==> config.mk <==
export PLATFORM = sky130hd
export DESIGN_NAME = battery_gauge_report_registers
export DESIGN_NICKNAME = d
export VERILOG_FILES = /design/src/verilog/gauge_pkg.sv /design/src/verilog/nvm_if.sv /design/src/verilog/battery_gauge_report_registers.sv /design/src/verilog/nvm_const_store.sv /design/src/verilog/refresh_timer.sv
export SDC_FILE = /design/constraint.sdc
export NUM_CORES = 2
export LEC_CHECK = 0
export BUFFER_PORTS_ARGS = -buffer_cell sky130_fd_sc_hd__buf_2
export CORE_ASPECT_RATIO = 1.2
export CORE_UTILIZATION = 50
export DETAILED_ROUTE_END_ITERATION = 12
export GPL_TIMING_DRIVEN = 1
export HOLD_SLACK_MARGIN = 0.15
export PLACE_DENSITY = 0.74
export SYNTH_ARGS = -nofsm -noshare
export SYNTH_HDL_FRONTEND = slang
export SYNTH_SLANG_ARGS = --single-unit
==> constraint.sdc <==
create_clock -name ref_clk -period 134.5 [get_ports ref_clk]
set_input_delay 40.35 -clock ref_clk [delete_from_list [all_inputs] [get_ports ref_clk]]
set_output_delay 40.35 -clock ref_clk [all_outputs]
set_load 0.03 [all_outputs]
==> src/verilog/gauge_pkg.sv <==
`default_nettype none
package gauge_pkg;

    // ****************************************************************
    // Register map of the host-visible bank.
    // ****************************************************************
    localparam logic [6:0] ADDR_TEMP_LO  = 7'h06;
    localparam logic [6:0] ADDR_TEMP_HI  = 7'h07;
    localparam logic [6:0] ADDR_VOLT_LO  = 7'h08;
    localparam logic [6:0] ADDR_VOLT_HI  = 7'h09;
    localparam logic [6:0] ADDR_FLAGS    = 7'h0A;
    localparam logic [6:0] ADDR_PERCENT  = 7'h0B;
    localparam logic [6:0] ADDR_RAW_LO   = 7'h0C;
    localparam logic [6:0] ADDR_RAW_HI   = 7'h0D;
    localparam logic [6:0] ADDR_RATE_LO  = 7'h0E;
    localparam logic [6:0] ADDR_RATE_HI  = 7'h0F;
    localparam logic [6:0] ADDR_TCOMP_LO = 7'h10;
    localparam logic [6:0] ADDR_TCOMP_HI = 7'h11;
    localparam logic [6:0] ADDR_FULL_LO  = 7'h12;
    localparam logic [6:0] ADDR_FULL_HI  = 7'h13;
    localparam logic [6:0] ADDR_RSVD_A0  = 7'h14;
    localparam logic [6:0] ADDR_RSVD_A1  = 7'h6D;
    localparam logic [6:0] ADDR_KEY      = 7'h6E;
    localparam logic [6:0] ADDR_RSVD_B0  = 7'h6F;
    localparam logic [6:0] ADDR_RSVD_B1  = 7'h75;
    localparam logic [6:0] ADDR_NVM_LO   = 7'h76;
    localparam logic [6:0] ADDR_NVM_HI   = 7'h7F;
    localparam logic [7:0] KEY_VALUE     = 8'hDD;

    // ****************************************************************
    // Constant store layout, index = address minus the first address.
    // ****************************************************************
    localparam int NVM_WORDS = 10;
    localparam logic [3:0] NVM_FULL_INIT = 4'h0;
    localparam logic [3:0] NVM_EMPTY_THR = 4'h1;
    localparam logic [3:0] NVM_WARN_THR  = 4'h2;
    localparam logic [3:0] NVM_STANDBY   = 4'h3;
    localparam logic [3:0] NVM_FILTER    = 4'h4;
    localparam logic [3:0] NVM_TAPER     = 4'h5;
    localparam logic [3:0] NVM_PACK_CFG  = 4'h6;
    localparam logic [3:0] NVM_RATE_K    = 4'h8;
    localparam logic [3:0] NVM_TEMP_K    = 4'h9;
    // Defaults loaded on reset; the identity byte value is arbitrary.
    localparam logic [NVM_WORDS-1:0][7:0] NVM_DEFAULT = {
        8'h52, 8'h24, 8'hA5, 8'h01, 8'h20, 8'h31, 8'h05, 8'h3C,
        8'h3F, 8'h20};

    // ****************************************************************
    // Flag bit positions and reset value.
    // ****************************************************************
    localparam int FLAG_CHARGING  = 7;
    localparam int FLAG_IDLE      = 6;
    localparam int FLAG_TAPER     = 5;
    localparam int FLAG_UNLEARNED = 4;
    localparam int FLAG_QUALIFIED = 2;
    localparam int FLAG_LOW_WARN  = 1;
    localparam int FLAG_EMPTY     = 0;
    localparam logic [7:0] FLAGS_RESET = 8'h10;

    // ****************************************************************
    // Scaling and timing.
    // ****************************************************************
    localparam logic [15:0] VOLT_MAX_MV   = 16'h1388;
    localparam logic [15:0] EDV_OFFSET    = 16'h0100;
    localparam int          EDV_SHIFT     = 3;
    localparam logic [23:0] PERCENT_SCALE = 24'h00_0064;
    localparam logic [7:0]  PERCENT_MAX   = 8'h64;
    localparam logic [15:0] TEMP_BASE_QK  = 16'h0444;
    localparam logic [15:0] TEMP_STEP_QK  = 16'h0028;
    localparam logic [3:0][15:0] QUAL_MV  = {
        16'h1068, 16'h1036, 16'h1004, 16'h0FA0};
    localparam int REFRESH_SEC    = 2;
    localparam int CLK_HZ         = 10_000_000;
    localparam int REFRESH_CYCLES = REFRESH_SEC * CLK_HZ;

endpackage
`default_nettype wire

==> src/verilog/nvm_if.sv <==
`default_nettype none
// Carries the constant store's write and read port and its live image.
interface nvm_if;
    logic                                    wrEn;
    logic [3:0]                              addr;
    logic [7:0]                              wrData;
    logic [7:0]                              rdData;
    logic [gauge_pkg::NVM_WORDS-1:0][7:0]    image;
    modport host (output wrEn, addr, wrData, input rdData, image);
    modport mem  (input wrEn, addr, wrData, output rdData, image);
endinterface
`default_nettype wire

==> src/verilog/battery_gauge_report_registers.sv <==
// Summary of operation
// (RULE1) Die temperature in quarter kelvin, 16 bits, refreshed every 2 s.
// (RULE2) Battery millivolts refreshed every two seconds, saturated at 5000.
// (RULE3) Measurement, flag, percent and capacity registers ignore host writes.
// (RULE4) Unlearned flag set on full reset, cleared by learning; others reset.
// (RULE5) Charging flag bit 7 follows charge current, cleared on reset.
// (RULE6) Idle flag set while sense magnitude is below filter threshold.
// (RULE7) Taper flag: charging below taper current at qualification voltage.
// (RULE8) Qualified flag set by taper, cleared by update, charging or a light-load warning.
// (RULE9) Low warning: voltage at first threshold and capacity at most 1/16.
// (RULE10) Learned full updates when low warning rises while qualified; the code also requires avgRate above twice kStandby.
// (RULE11) Empty flag set when fully discharged, cleared on reset or charging.
// (RULE12) Percent equals 100 times raw capacity over learned full.
// (RULE13) Raw capacity counts quanta up on charge, down on discharge.
// (RULE14) Raw capacity clears when discharging at or below empty threshold.
// (RULE15) Reset clears raw capacity only when memory corruption is flagged.
// (RULE16) Rate-compensated capacity from rate and constant; never rises while discharging.
// (RULE17) Rate-compensated equals raw when charging, else min of old, new.
// (RULE18) Temperature-compensated follows rate-compensated unless cold.
// (RULE19) Writes to reserved addresses are ignored.
// (RULE20) Constant writes blocked until key value is written to key register.
// (RULE21) Both bytes of each pair update together at the refresh tick.
`default_nettype none
module battery_gauge_report_registers #(
    parameter int REFRESH_CYCLES = gauge_pkg::REFRESH_CYCLES
) (
    // Clock and reset.
    input  wire logic        ref_clk,
    input  wire logic        rst,
    // Register access port.
    input  wire logic [6:0]  regAddr,
    input  wire logic        regWrEn,
    input  wire logic [7:0]  regWrData,
    input  wire logic        regRdEn,
    output var  logic [7:0]  regRdData,
    output var  logic        regRdValid,
    // Measurement front end, same clock.
    input  wire logic [15:0] tempQk,
    input  wire logic [15:0] batterySenseMv,
    input  wire logic        chargeActive,
    input  wire logic [15:0] senseMag,
    input  wire logic [15:0] avgRate,
    input  wire logic        quantumPulse,
    input  wire logic        ramCorrupt
);
    import gauge_pkg::*;

    // ****************************************************************
    // State and helpers.
    // ****************************************************************
    typedef struct packed {
        logic [15:0] tempRep;
        logic [15:0] voltRep;
        logic [15:0] raw_capacity;
        logic [15:0] nacRep;
        logic [15:0] rate_comp_capacity;
        logic [15:0] temp_comp_capacity;
        logic [15:0] learned_full;
        logic [15:0] disCount;
        logic [7:0]  flags;
        logic [7:0]  pct;
        logic [7:0]  rdData;
        logic [6:0]  rdAddr;
        logic        unlock;
        logic        rdPend;
        logic        rdValid;
    } state_t;
    state_t s, n;

    function automatic logic [15:0] satSub(input logic [15:0] a,
                                           input logic [15:0] b);
        return (a > b) ? 16'(a - b) : 16'h0000;
    endfunction

    function automatic logic [15:0] min16(input logic [15:0] a,
                                          input logic [15:0] b);
        return (a < b) ? a : b;
    endfunction

    function automatic logic [15:0] edvMv(input logic [7:0] scaled);
        return 16'((16'(scaled) + EDV_OFFSET) << EDV_SHIFT);
    endfunction

    function automatic logic [7:0] pctOf(input logic [15:0] num,
                                         input logic [15:0] den);
        logic [23:0] q;
        q = 24'h00_0000;
        if (den != 16'h0000) begin
            q = (24'(num) * PERCENT_SCALE) / 24'(den);
        end
        return (q > 24'(PERCENT_MAX)) ? PERCENT_MAX : q[7:0];
    endfunction

    // ****************************************************************
    // Sub-blocks.
    // ****************************************************************
    logic tick;
    nvm_if nvm ();

    refresh_timer #(.CYCLES(REFRESH_CYCLES)) timer (
        .ref_clk (ref_clk),
        .rst     (rst),
        .tick    (tick)
    );

    nvm_const_store store (
        .ref_clk (ref_clk),
        .rst     (rst),
        .port    (nvm.mem)
    );

    // Decoded constants and thresholds.
    logic [7:0]  kFull, kFilter, kTaper, kStandby, kRate, kTemp, kPack;
    logic [15:0] emptyMv, warnMv, qualMv, rateDerate, coldThr, coldLoss;
    logic        inNvm, inRsvd, nvmWrite;

    assign kFull    = nvm.image[NVM_FULL_INIT];
    assign kFilter  = nvm.image[NVM_FILTER];
    assign kTaper   = nvm.image[NVM_TAPER];
    assign kStandby = nvm.image[NVM_STANDBY];
    assign kRate    = nvm.image[NVM_RATE_K];
    assign kTemp    = nvm.image[NVM_TEMP_K];
    assign kPack    = nvm.image[NVM_PACK_CFG];
    assign emptyMv  = edvMv(nvm.image[NVM_EMPTY_THR]);
    assign warnMv   = edvMv(nvm.image[NVM_WARN_THR]);
    // Pack config bits 1:0 select the taper qualification voltage.
    assign qualMv   = QUAL_MV[kPack[1:0]];
    // Rate loss: average rate times the rate constant, scaled down by 256.
    assign rateDerate = 16'((24'(avgRate) * 24'(kRate)) >> 8);
    // Cold limit: base point plus upper nibble of temperature constant times the step.
    assign coldThr  = 16'(TEMP_BASE_QK + 16'(kTemp[7:4]) * TEMP_STEP_QK);
    assign coldLoss = 16'((16'(kFull) * 16'(kTemp[3:0])) << 4);

    // Address classes; the store shares one address for reads and writes.
    assign inNvm  = (regAddr >= ADDR_NVM_LO) && (regAddr <= ADDR_NVM_HI);
    assign inRsvd = ((regAddr >= ADDR_RSVD_A0) && (regAddr <= ADDR_RSVD_A1))
                 || ((regAddr >= ADDR_RSVD_B0) && (regAddr <= ADDR_RSVD_B1));
    assign nvmWrite = regWrEn && inNvm && s.unlock; // RULE20
    assign nvm.wrEn   = nvmWrite;
    assign nvm.wrData = regWrData;
    assign nvm.addr   = inNvm ? 4'(regAddr - ADDR_NVM_LO) : 4'hF;

    // ****************************************************************
    // Next-state logic.
    // ****************************************************************
    // Every measurement and flag register moves only at the tick; the raw counter
    // runs every cycle so no quantum is dropped between refreshes.
    logic [15:0] rateNew, cacdNext, cactNext, nacNext;
    logic        warnNow, taperNow, warnRise, learn;

    always_comb begin
        n = s;
        rateNew  = 16'h0000;
        cacdNext = 16'h0000;
        cactNext = 16'h0000;
        warnNow  = 1'b0;
        taperNow = 1'b0;
        warnRise = 1'b0;
        learn    = 1'b0;

        // Charge integration; saturates instead of wrapping.
        nacNext = s.raw_capacity;
        if (quantumPulse) begin
            if (chargeActive) begin // RULE13
                nacNext = (s.raw_capacity == 16'hFFFF) ? s.raw_capacity : 16'(s.raw_capacity + 16'h1);
            end else begin
                nacNext = satSub(s.raw_capacity, 16'h0001); // RULE13
                if (s.flags[FLAG_QUALIFIED]) begin
                    n.disCount = (s.disCount == 16'hFFFF) ? s.disCount
                               : 16'(s.disCount + 16'h1);
                end
            end
        end
        if (!chargeActive && batterySenseMv <= emptyMv) begin
            nacNext = 16'h0000; // RULE14
        end
        n.raw_capacity = nacNext;

        if (tick) begin
            // Pairs load from one value so the bytes always match.
            n.tempRep = tempQk; // RULE1 RULE21
            n.voltRep = min16(batterySenseMv, VOLT_MAX_MV); // RULE2 RULE21
            n.nacRep  = nacNext; // RULE21
            n.pct     = pctOf(nacNext, s.learned_full); // RULE12

            n.flags[FLAG_CHARGING] = chargeActive; // RULE5
            n.flags[FLAG_IDLE] =
                senseMag < 16'({kFilter[7:4], 1'b0}); // RULE6
            taperNow = chargeActive && senseMag < 16'(kTaper)
                    && batterySenseMv >= qualMv; // RULE7
            n.flags[FLAG_TAPER] = taperNow;
            warnNow = !chargeActive && batterySenseMv <= warnMv
                   && nacNext <= (s.learned_full >> 4); // RULE9
            warnRise = warnNow && !s.flags[FLAG_LOW_WARN];
            n.flags[FLAG_LOW_WARN] = warnNow;
            n.flags[FLAG_EMPTY] =
                !chargeActive && batterySenseMv <= emptyMv; // RULE11
            n.flags[3] = 1'b0;

            // Learning: full charge arms it, light load at the warning
            // point or a new charge disarms it.
            learn = warnRise && s.flags[FLAG_QUALIFIED]
                 && avgRate > 16'({kStandby, 1'b0});
            if (taperNow) begin
                n.flags[FLAG_QUALIFIED] = 1'b1; // RULE8
                n.disCount = 16'h0000;
            end else if (learn) begin
                n.flags[FLAG_QUALIFIED] = 1'b0; // RULE8
                n.flags[FLAG_UNLEARNED] = 1'b0; // RULE4
                // The last sixteenth is still in the cell at this point.
                n.learned_full = 16'(s.disCount + (s.disCount >> 4)); // RULE10
            end else if (chargeActive || warnRise) begin
                n.flags[FLAG_QUALIFIED] = 1'b0; // RULE8
            end

            // Rate compensation only ever lowers the figure on discharge.
            rateNew = satSub(nacNext, rateDerate); // RULE16
            cacdNext = chargeActive ? nacNext
                     : min16(s.rate_comp_capacity, rateNew); // RULE17
            n.rate_comp_capacity = cacdNext;
            cactNext = (tempQk < coldThr) ? satSub(cacdNext, coldLoss)
                     : cacdNext; // RULE18
            n.temp_comp_capacity = cactNext;
        end

        // Register writes: only the key register holds host data here.
        if (regWrEn && regAddr == ADDR_KEY) begin // RULE3 RULE19
            n.unlock = (regWrData == KEY_VALUE); // RULE20
        end

        // Reads answer two cycles after the request, from a flip-flop.
        n.rdPend  = regRdEn;
        n.rdValid = s.rdPend;
        if (regRdEn) begin
            n.rdAddr = regAddr;
        end
        if (s.rdPend) begin
            case (s.rdAddr)
                ADDR_TEMP_LO:  n.rdData = s.tempRep[7:0];
                ADDR_TEMP_HI:  n.rdData = s.tempRep[15:8];
                ADDR_VOLT_LO:  n.rdData = s.voltRep[7:0];
                ADDR_VOLT_HI:  n.rdData = s.voltRep[15:8];
                ADDR_FLAGS:    n.rdData = s.flags;
                ADDR_PERCENT:  n.rdData = s.pct;
                ADDR_RAW_LO:   n.rdData = s.nacRep[7:0];
                ADDR_RAW_HI:   n.rdData = s.nacRep[15:8];
                ADDR_RATE_LO:  n.rdData = s.rate_comp_capacity[7:0];
                ADDR_RATE_HI:  n.rdData = s.rate_comp_capacity[15:8];
                ADDR_TCOMP_LO: n.rdData = s.temp_comp_capacity[7:0];
                ADDR_TCOMP_HI: n.rdData = s.temp_comp_capacity[15:8];
                ADDR_FULL_LO:  n.rdData = s.learned_full[7:0];
                ADDR_FULL_HI:  n.rdData = s.learned_full[15:8];
                default: begin
                    n.rdData = (s.rdAddr >= ADDR_NVM_LO) ? nvm.rdData
                             : 8'h00;
                end
            endcase
        end

        // Full reset; the raw counter survives unless memory is suspect.
        if (rst) begin
            n.tempRep  = 16'h0000;
            n.voltRep  = 16'h0000;
            n.nacRep   = 16'h0000;
            n.rate_comp_capacity     = 16'h0000;
            n.temp_comp_capacity     = 16'h0000;
            n.pct      = 8'h00;
            n.disCount = 16'h0000;
            n.flags    = FLAGS_RESET; // RULE4 RULE5
            n.learned_full      = {kFull, 8'h00};
            n.rdData   = 8'h00;
            n.rdAddr   = 7'h00;
            n.unlock   = 1'b0;
            n.rdPend   = 1'b0;
            n.rdValid  = 1'b0;
            n.raw_capacity      = ramCorrupt ? 16'h0000 : s.raw_capacity; // RULE15
        end
    end

    always_ff @(posedge ref_clk) begin
        s <= n;
    end

    assign regRdData  = s.rdData;
    assign regRdValid = s.rdValid;
endmodule // battery_gauge_report_registers
`default_nettype wire

==> src/verilog/nvm_const_store.sv <==
`default_nettype none
module nvm_const_store (
    // Clock and reset.
    input  wire logic ref_clk,
    input  wire logic rst,
    // Store port.
    nvm_if.mem        port
);
    import gauge_pkg::*;

    typedef struct packed {
        logic [NVM_WORDS-1:0][7:0] mem;
        logic [7:0]                rdData;
    } store_t;
    store_t s, n;

    // Reset stands in for the nonvolatile cells, which this model lacks.
    always_comb begin
        n = s;
        n.rdData = (port.addr < 4'(NVM_WORDS)) ? s.mem[port.addr] : 8'h00;
        if (port.wrEn && port.addr < 4'(NVM_WORDS)) begin
            n.mem[port.addr] = port.wrData;
        end
        if (rst) begin
            n.mem = NVM_DEFAULT;
            n.rdData = 8'h00;
        end
    end

    always_ff @(posedge ref_clk) begin
        s <= n;
    end

    assign port.rdData = s.rdData;
    assign port.image = s.mem;
endmodule // nvm_const_store
`default_nettype wire

==> src/verilog/refresh_timer.sv <==
`default_nettype none
module refresh_timer #(
    parameter int CYCLES = gauge_pkg::REFRESH_CYCLES
) (
    // Clock and reset.
    input  wire logic ref_clk,
    input  wire logic rst,
    // One-cycle refresh strobe.
    output var  logic tick
);
    typedef struct packed {
        logic [31:0] count;
        logic        tick;
    } timer_t;
    timer_t s, n;

    // Free-running count; the strobe is registered so it is glitch free.
    always_comb begin
        n = s;
        n.tick = 1'b0;
        if (s.count >= 32'(CYCLES - 1)) begin
            n.count = '0;
            n.tick = 1'b1;
        end else begin
            n.count = s.count + 32'h0000_0001;
        end
        if (rst) begin
            n = '0;
        end
    end

    always_ff @(posedge ref_clk) begin
        s <= n;
    end

    assign tick = s.tick;
endmodule // refresh_timer
`default_nettype wire
==> impl_metrics.yaml <==
run_status:
  status: "finished, final reports clean"
finish:
  area_delta_synth_final_pct: 6.53
  fillCellCount: 7065
  final_nets: 5582
  drive_gt1_share_pct: 7.70
route:
  routed.top_layer: "met4"
  dr_wl_met3_um: 8070
  vias_per_cell: 6.17
  met1Wirelength_um: 47200
  ant_nets: 0
  first_iter_violations: 2975
  met2_length_um: 57400
  totalWireLength_um: 122000
  first_pass_iters: 7
  vias: 36400
  routedWlPerCell_um: 20.7
  drc: 0
cts:
  htreeDepth: 1
  hold_buffers: 0
  ctsResizeCount: 0
  cts_buffers: 29
  cts_tree: "yes"
  root_buffer: "clkbuf_16"
  post_cts_buffers: 0
  clockBufferDepth: 3
  cts_sinks: 282
  clock_latency_ps: 600
  cts.clk_slew.worst_paths_ps: 60
synthesis:
  syn_area_sq_um: 37700
  ys_async_sr_fraction_pct: 0
  synth_top_area_share_pct: 17.1
  synth_edf_count: 24
  ys_seq_area_share_pct: 15.6
  avgSynthCellArea_sq_um: 7.74
  yosysWarningCount: 0
  yosysMostFrequentCell: "ha_1"
  synth.area.top_cells: "ha_1 (17%), dfxtp_1 (14%), fa_1 (5.9%), nor2_1 (4.9%), nand2_1 (4.9%)"
  yosysTopAreaCell: "ha_1"
  syn_inst: 4868
  ys_ff_latch: 282
  synthTopCellsByCount: "ha_1 (515), nor2_1 (495), nand2_1 (488), a21oi_1 (307), inv_1 (293)"
  synth_flop_cell: "dfxtp_1"
  synth_cell_types: 114
worst_setup_path:
  end_kind: "register"
  worstSetupEndpoint: "s[18]"
  cpMostUsedCell: "o21a_1"
  critPathMaxStageDelay_ps: 990
  crit_required_ps: 134980
  worst-setup-path-type: "in -> reg"
  r2r-end: "s[18]"
  cpMaxStageDelayCell: "a2111oi_0"
  rr_startpoint: "s[121]"
  setup.worst_path.start: "batterySenseMv[5]"
  startpoint_type: "input port"
  rr_worst_depth: 268
  ff2ff_setup_slack_ps: 66090
  crit_arrival_ps: 107220
  crit_fanout: 33
global_routing:
  grt_pass1_wl_um: 191000
  antenna_found_initial: 0
  gr-total-overflow: 0
  grt_max_degree: 180
  grt_pass1_vias: 35200
  grt_use_total_pct: 31.4
timing:
  hold_viol: 0
  worst_pin_slew_ps: 1420
  max_clock_freq_ghz: 0.00937
  relSlewSlack_pct: 4.86
  drv_slew: 0
  fin_skew_ps: 22.2
  post-route-period-util_pct: 79.4
  tns_ps: 0
  rsz0062_at_grt: "no"
  setup_viol: 0
  layout_min_cycle_time_ps: 106740
floorplanning:
  die-width_um: 253
  dieHeight_um: 303
  die_area_sq_um: 76500
  rows: 109
  core_sq_um: 74100
  ioPinCount: 95
  start_util_pct: 50.9
place:
  place.port_buffers: 94
  place_hpwl_um: 95800
  place.gp.congestion: 1.04
min_path:
  holdCritPathClass: "reg -> reg"
run:
  maxCapViolCount: 0
## routing by layer
layer	track usage [%]	vias to the layer above
met5	0	-
met4	20.6	0
met3	4.00	459
met2	54.4	1406
met1	36.3	17000
li1	-	17500
## worst min-delay path by stage
| stage | endpoint | start | slack (ps) | depth (start not counted) |
|---|---|---|---|---|
| floorplan | s[19] | s[19] | 420 | 2 |
| global placement | s[145] | s[145] | 440 | 1 |
| detailed placement | s[25] | s[25] | 450 | 1 |
| CTS | store.port.image[54] | store.port.image[54] | 460 | 2 |
| global route | store.port.image[54] | store.port.image[54] | 470 | 2 |
| finish | store.port.image[54] | store.port.image[54] | 460 | 2 |
## per-stage QoR
stage               std cells  utilization [%]  worst slack [ps]  instance area, sq um  hold WS, ps
global placement         5838             52.9             29940                 39200          437
floorplan                4874                -             35240                 37700          420
global route             5892             54.2             22190                 40100          474
CTS                      5892             54.2             29000                 40100          457
finish                   5893             54.2             27760                 40100          456
detailed placement       5838             52.9             28630                 39200          446
## cells by family (layout without fill, tap and decap cells)
logic type	count (synthesis)	in the layout	synth area share (%)
buffers and inverters	474	493	4.87
DFF	282	282	15.6
xor gates and xnor gates	238	238	5.55
other	1	8	0.00995
muxes	199	199	5.77
adders and majority gates	626	626	23.0
AOI/OAI and AO/OA	1230	1230	21.9
and+or+nand+nor	1818	1818	23.3
## state kept, by name (all words and copies together) (netlist names)
name,flops
store.port.image,80
timer.s,32
timer.tick,1
s,152
store.port.rdData,8
regRdValid,1
regRdData,8
## cell usage in the layout (no fill, tap or decap), types with 109 or more instances in the layout
master / synthesis / final
nand3_1: 147 / 147
o21a_1: 125 / 125
a21oi_1: 307 / 307
ha_1: 515 / 515
a21o_1: 118 / 118
nor3_1: 164 / 159
nand2_1: 488 / 488
mux2i_1: 109 / 109
o21ai_0: 214 / 214
nor2_1: 495 / 492
xnor2_1: 129 / 129
fa_1: 111 / 111
dfxtp_1: 258 / 257
inv_1: 293 / 293
## critical path, delay by kind of cell
family	cells	cell delay, ps
adder cells (fa/ha/maj)	29	9030
AO/OA/AOI/OAI	156	37470
AND/OR/NAND/NOR	61	14050
buffers and inverters	13	2740
multiplexers	9	3450
## cell type report
cell class | instances | area, sq um | share of cell area (%)
clock inverters | 20 | 205 | 0.511
repair buffers | 144 | 865 | 2.15
diodes | 1 | 2.50 | 0.00623
inverters | 295 | 1110 | 2.76
flip-flops and latches | 282 | 5890 | 14.7
well taps | 999 | 1250 | 3.11
clock buffers | 34 | 776 | 1.93
multi-input cells | 4118 | 30000 | 74.9
Power is not shown: default switching activity piles up to over one toggle a cycle in this logic, so the estimate is an artifact.
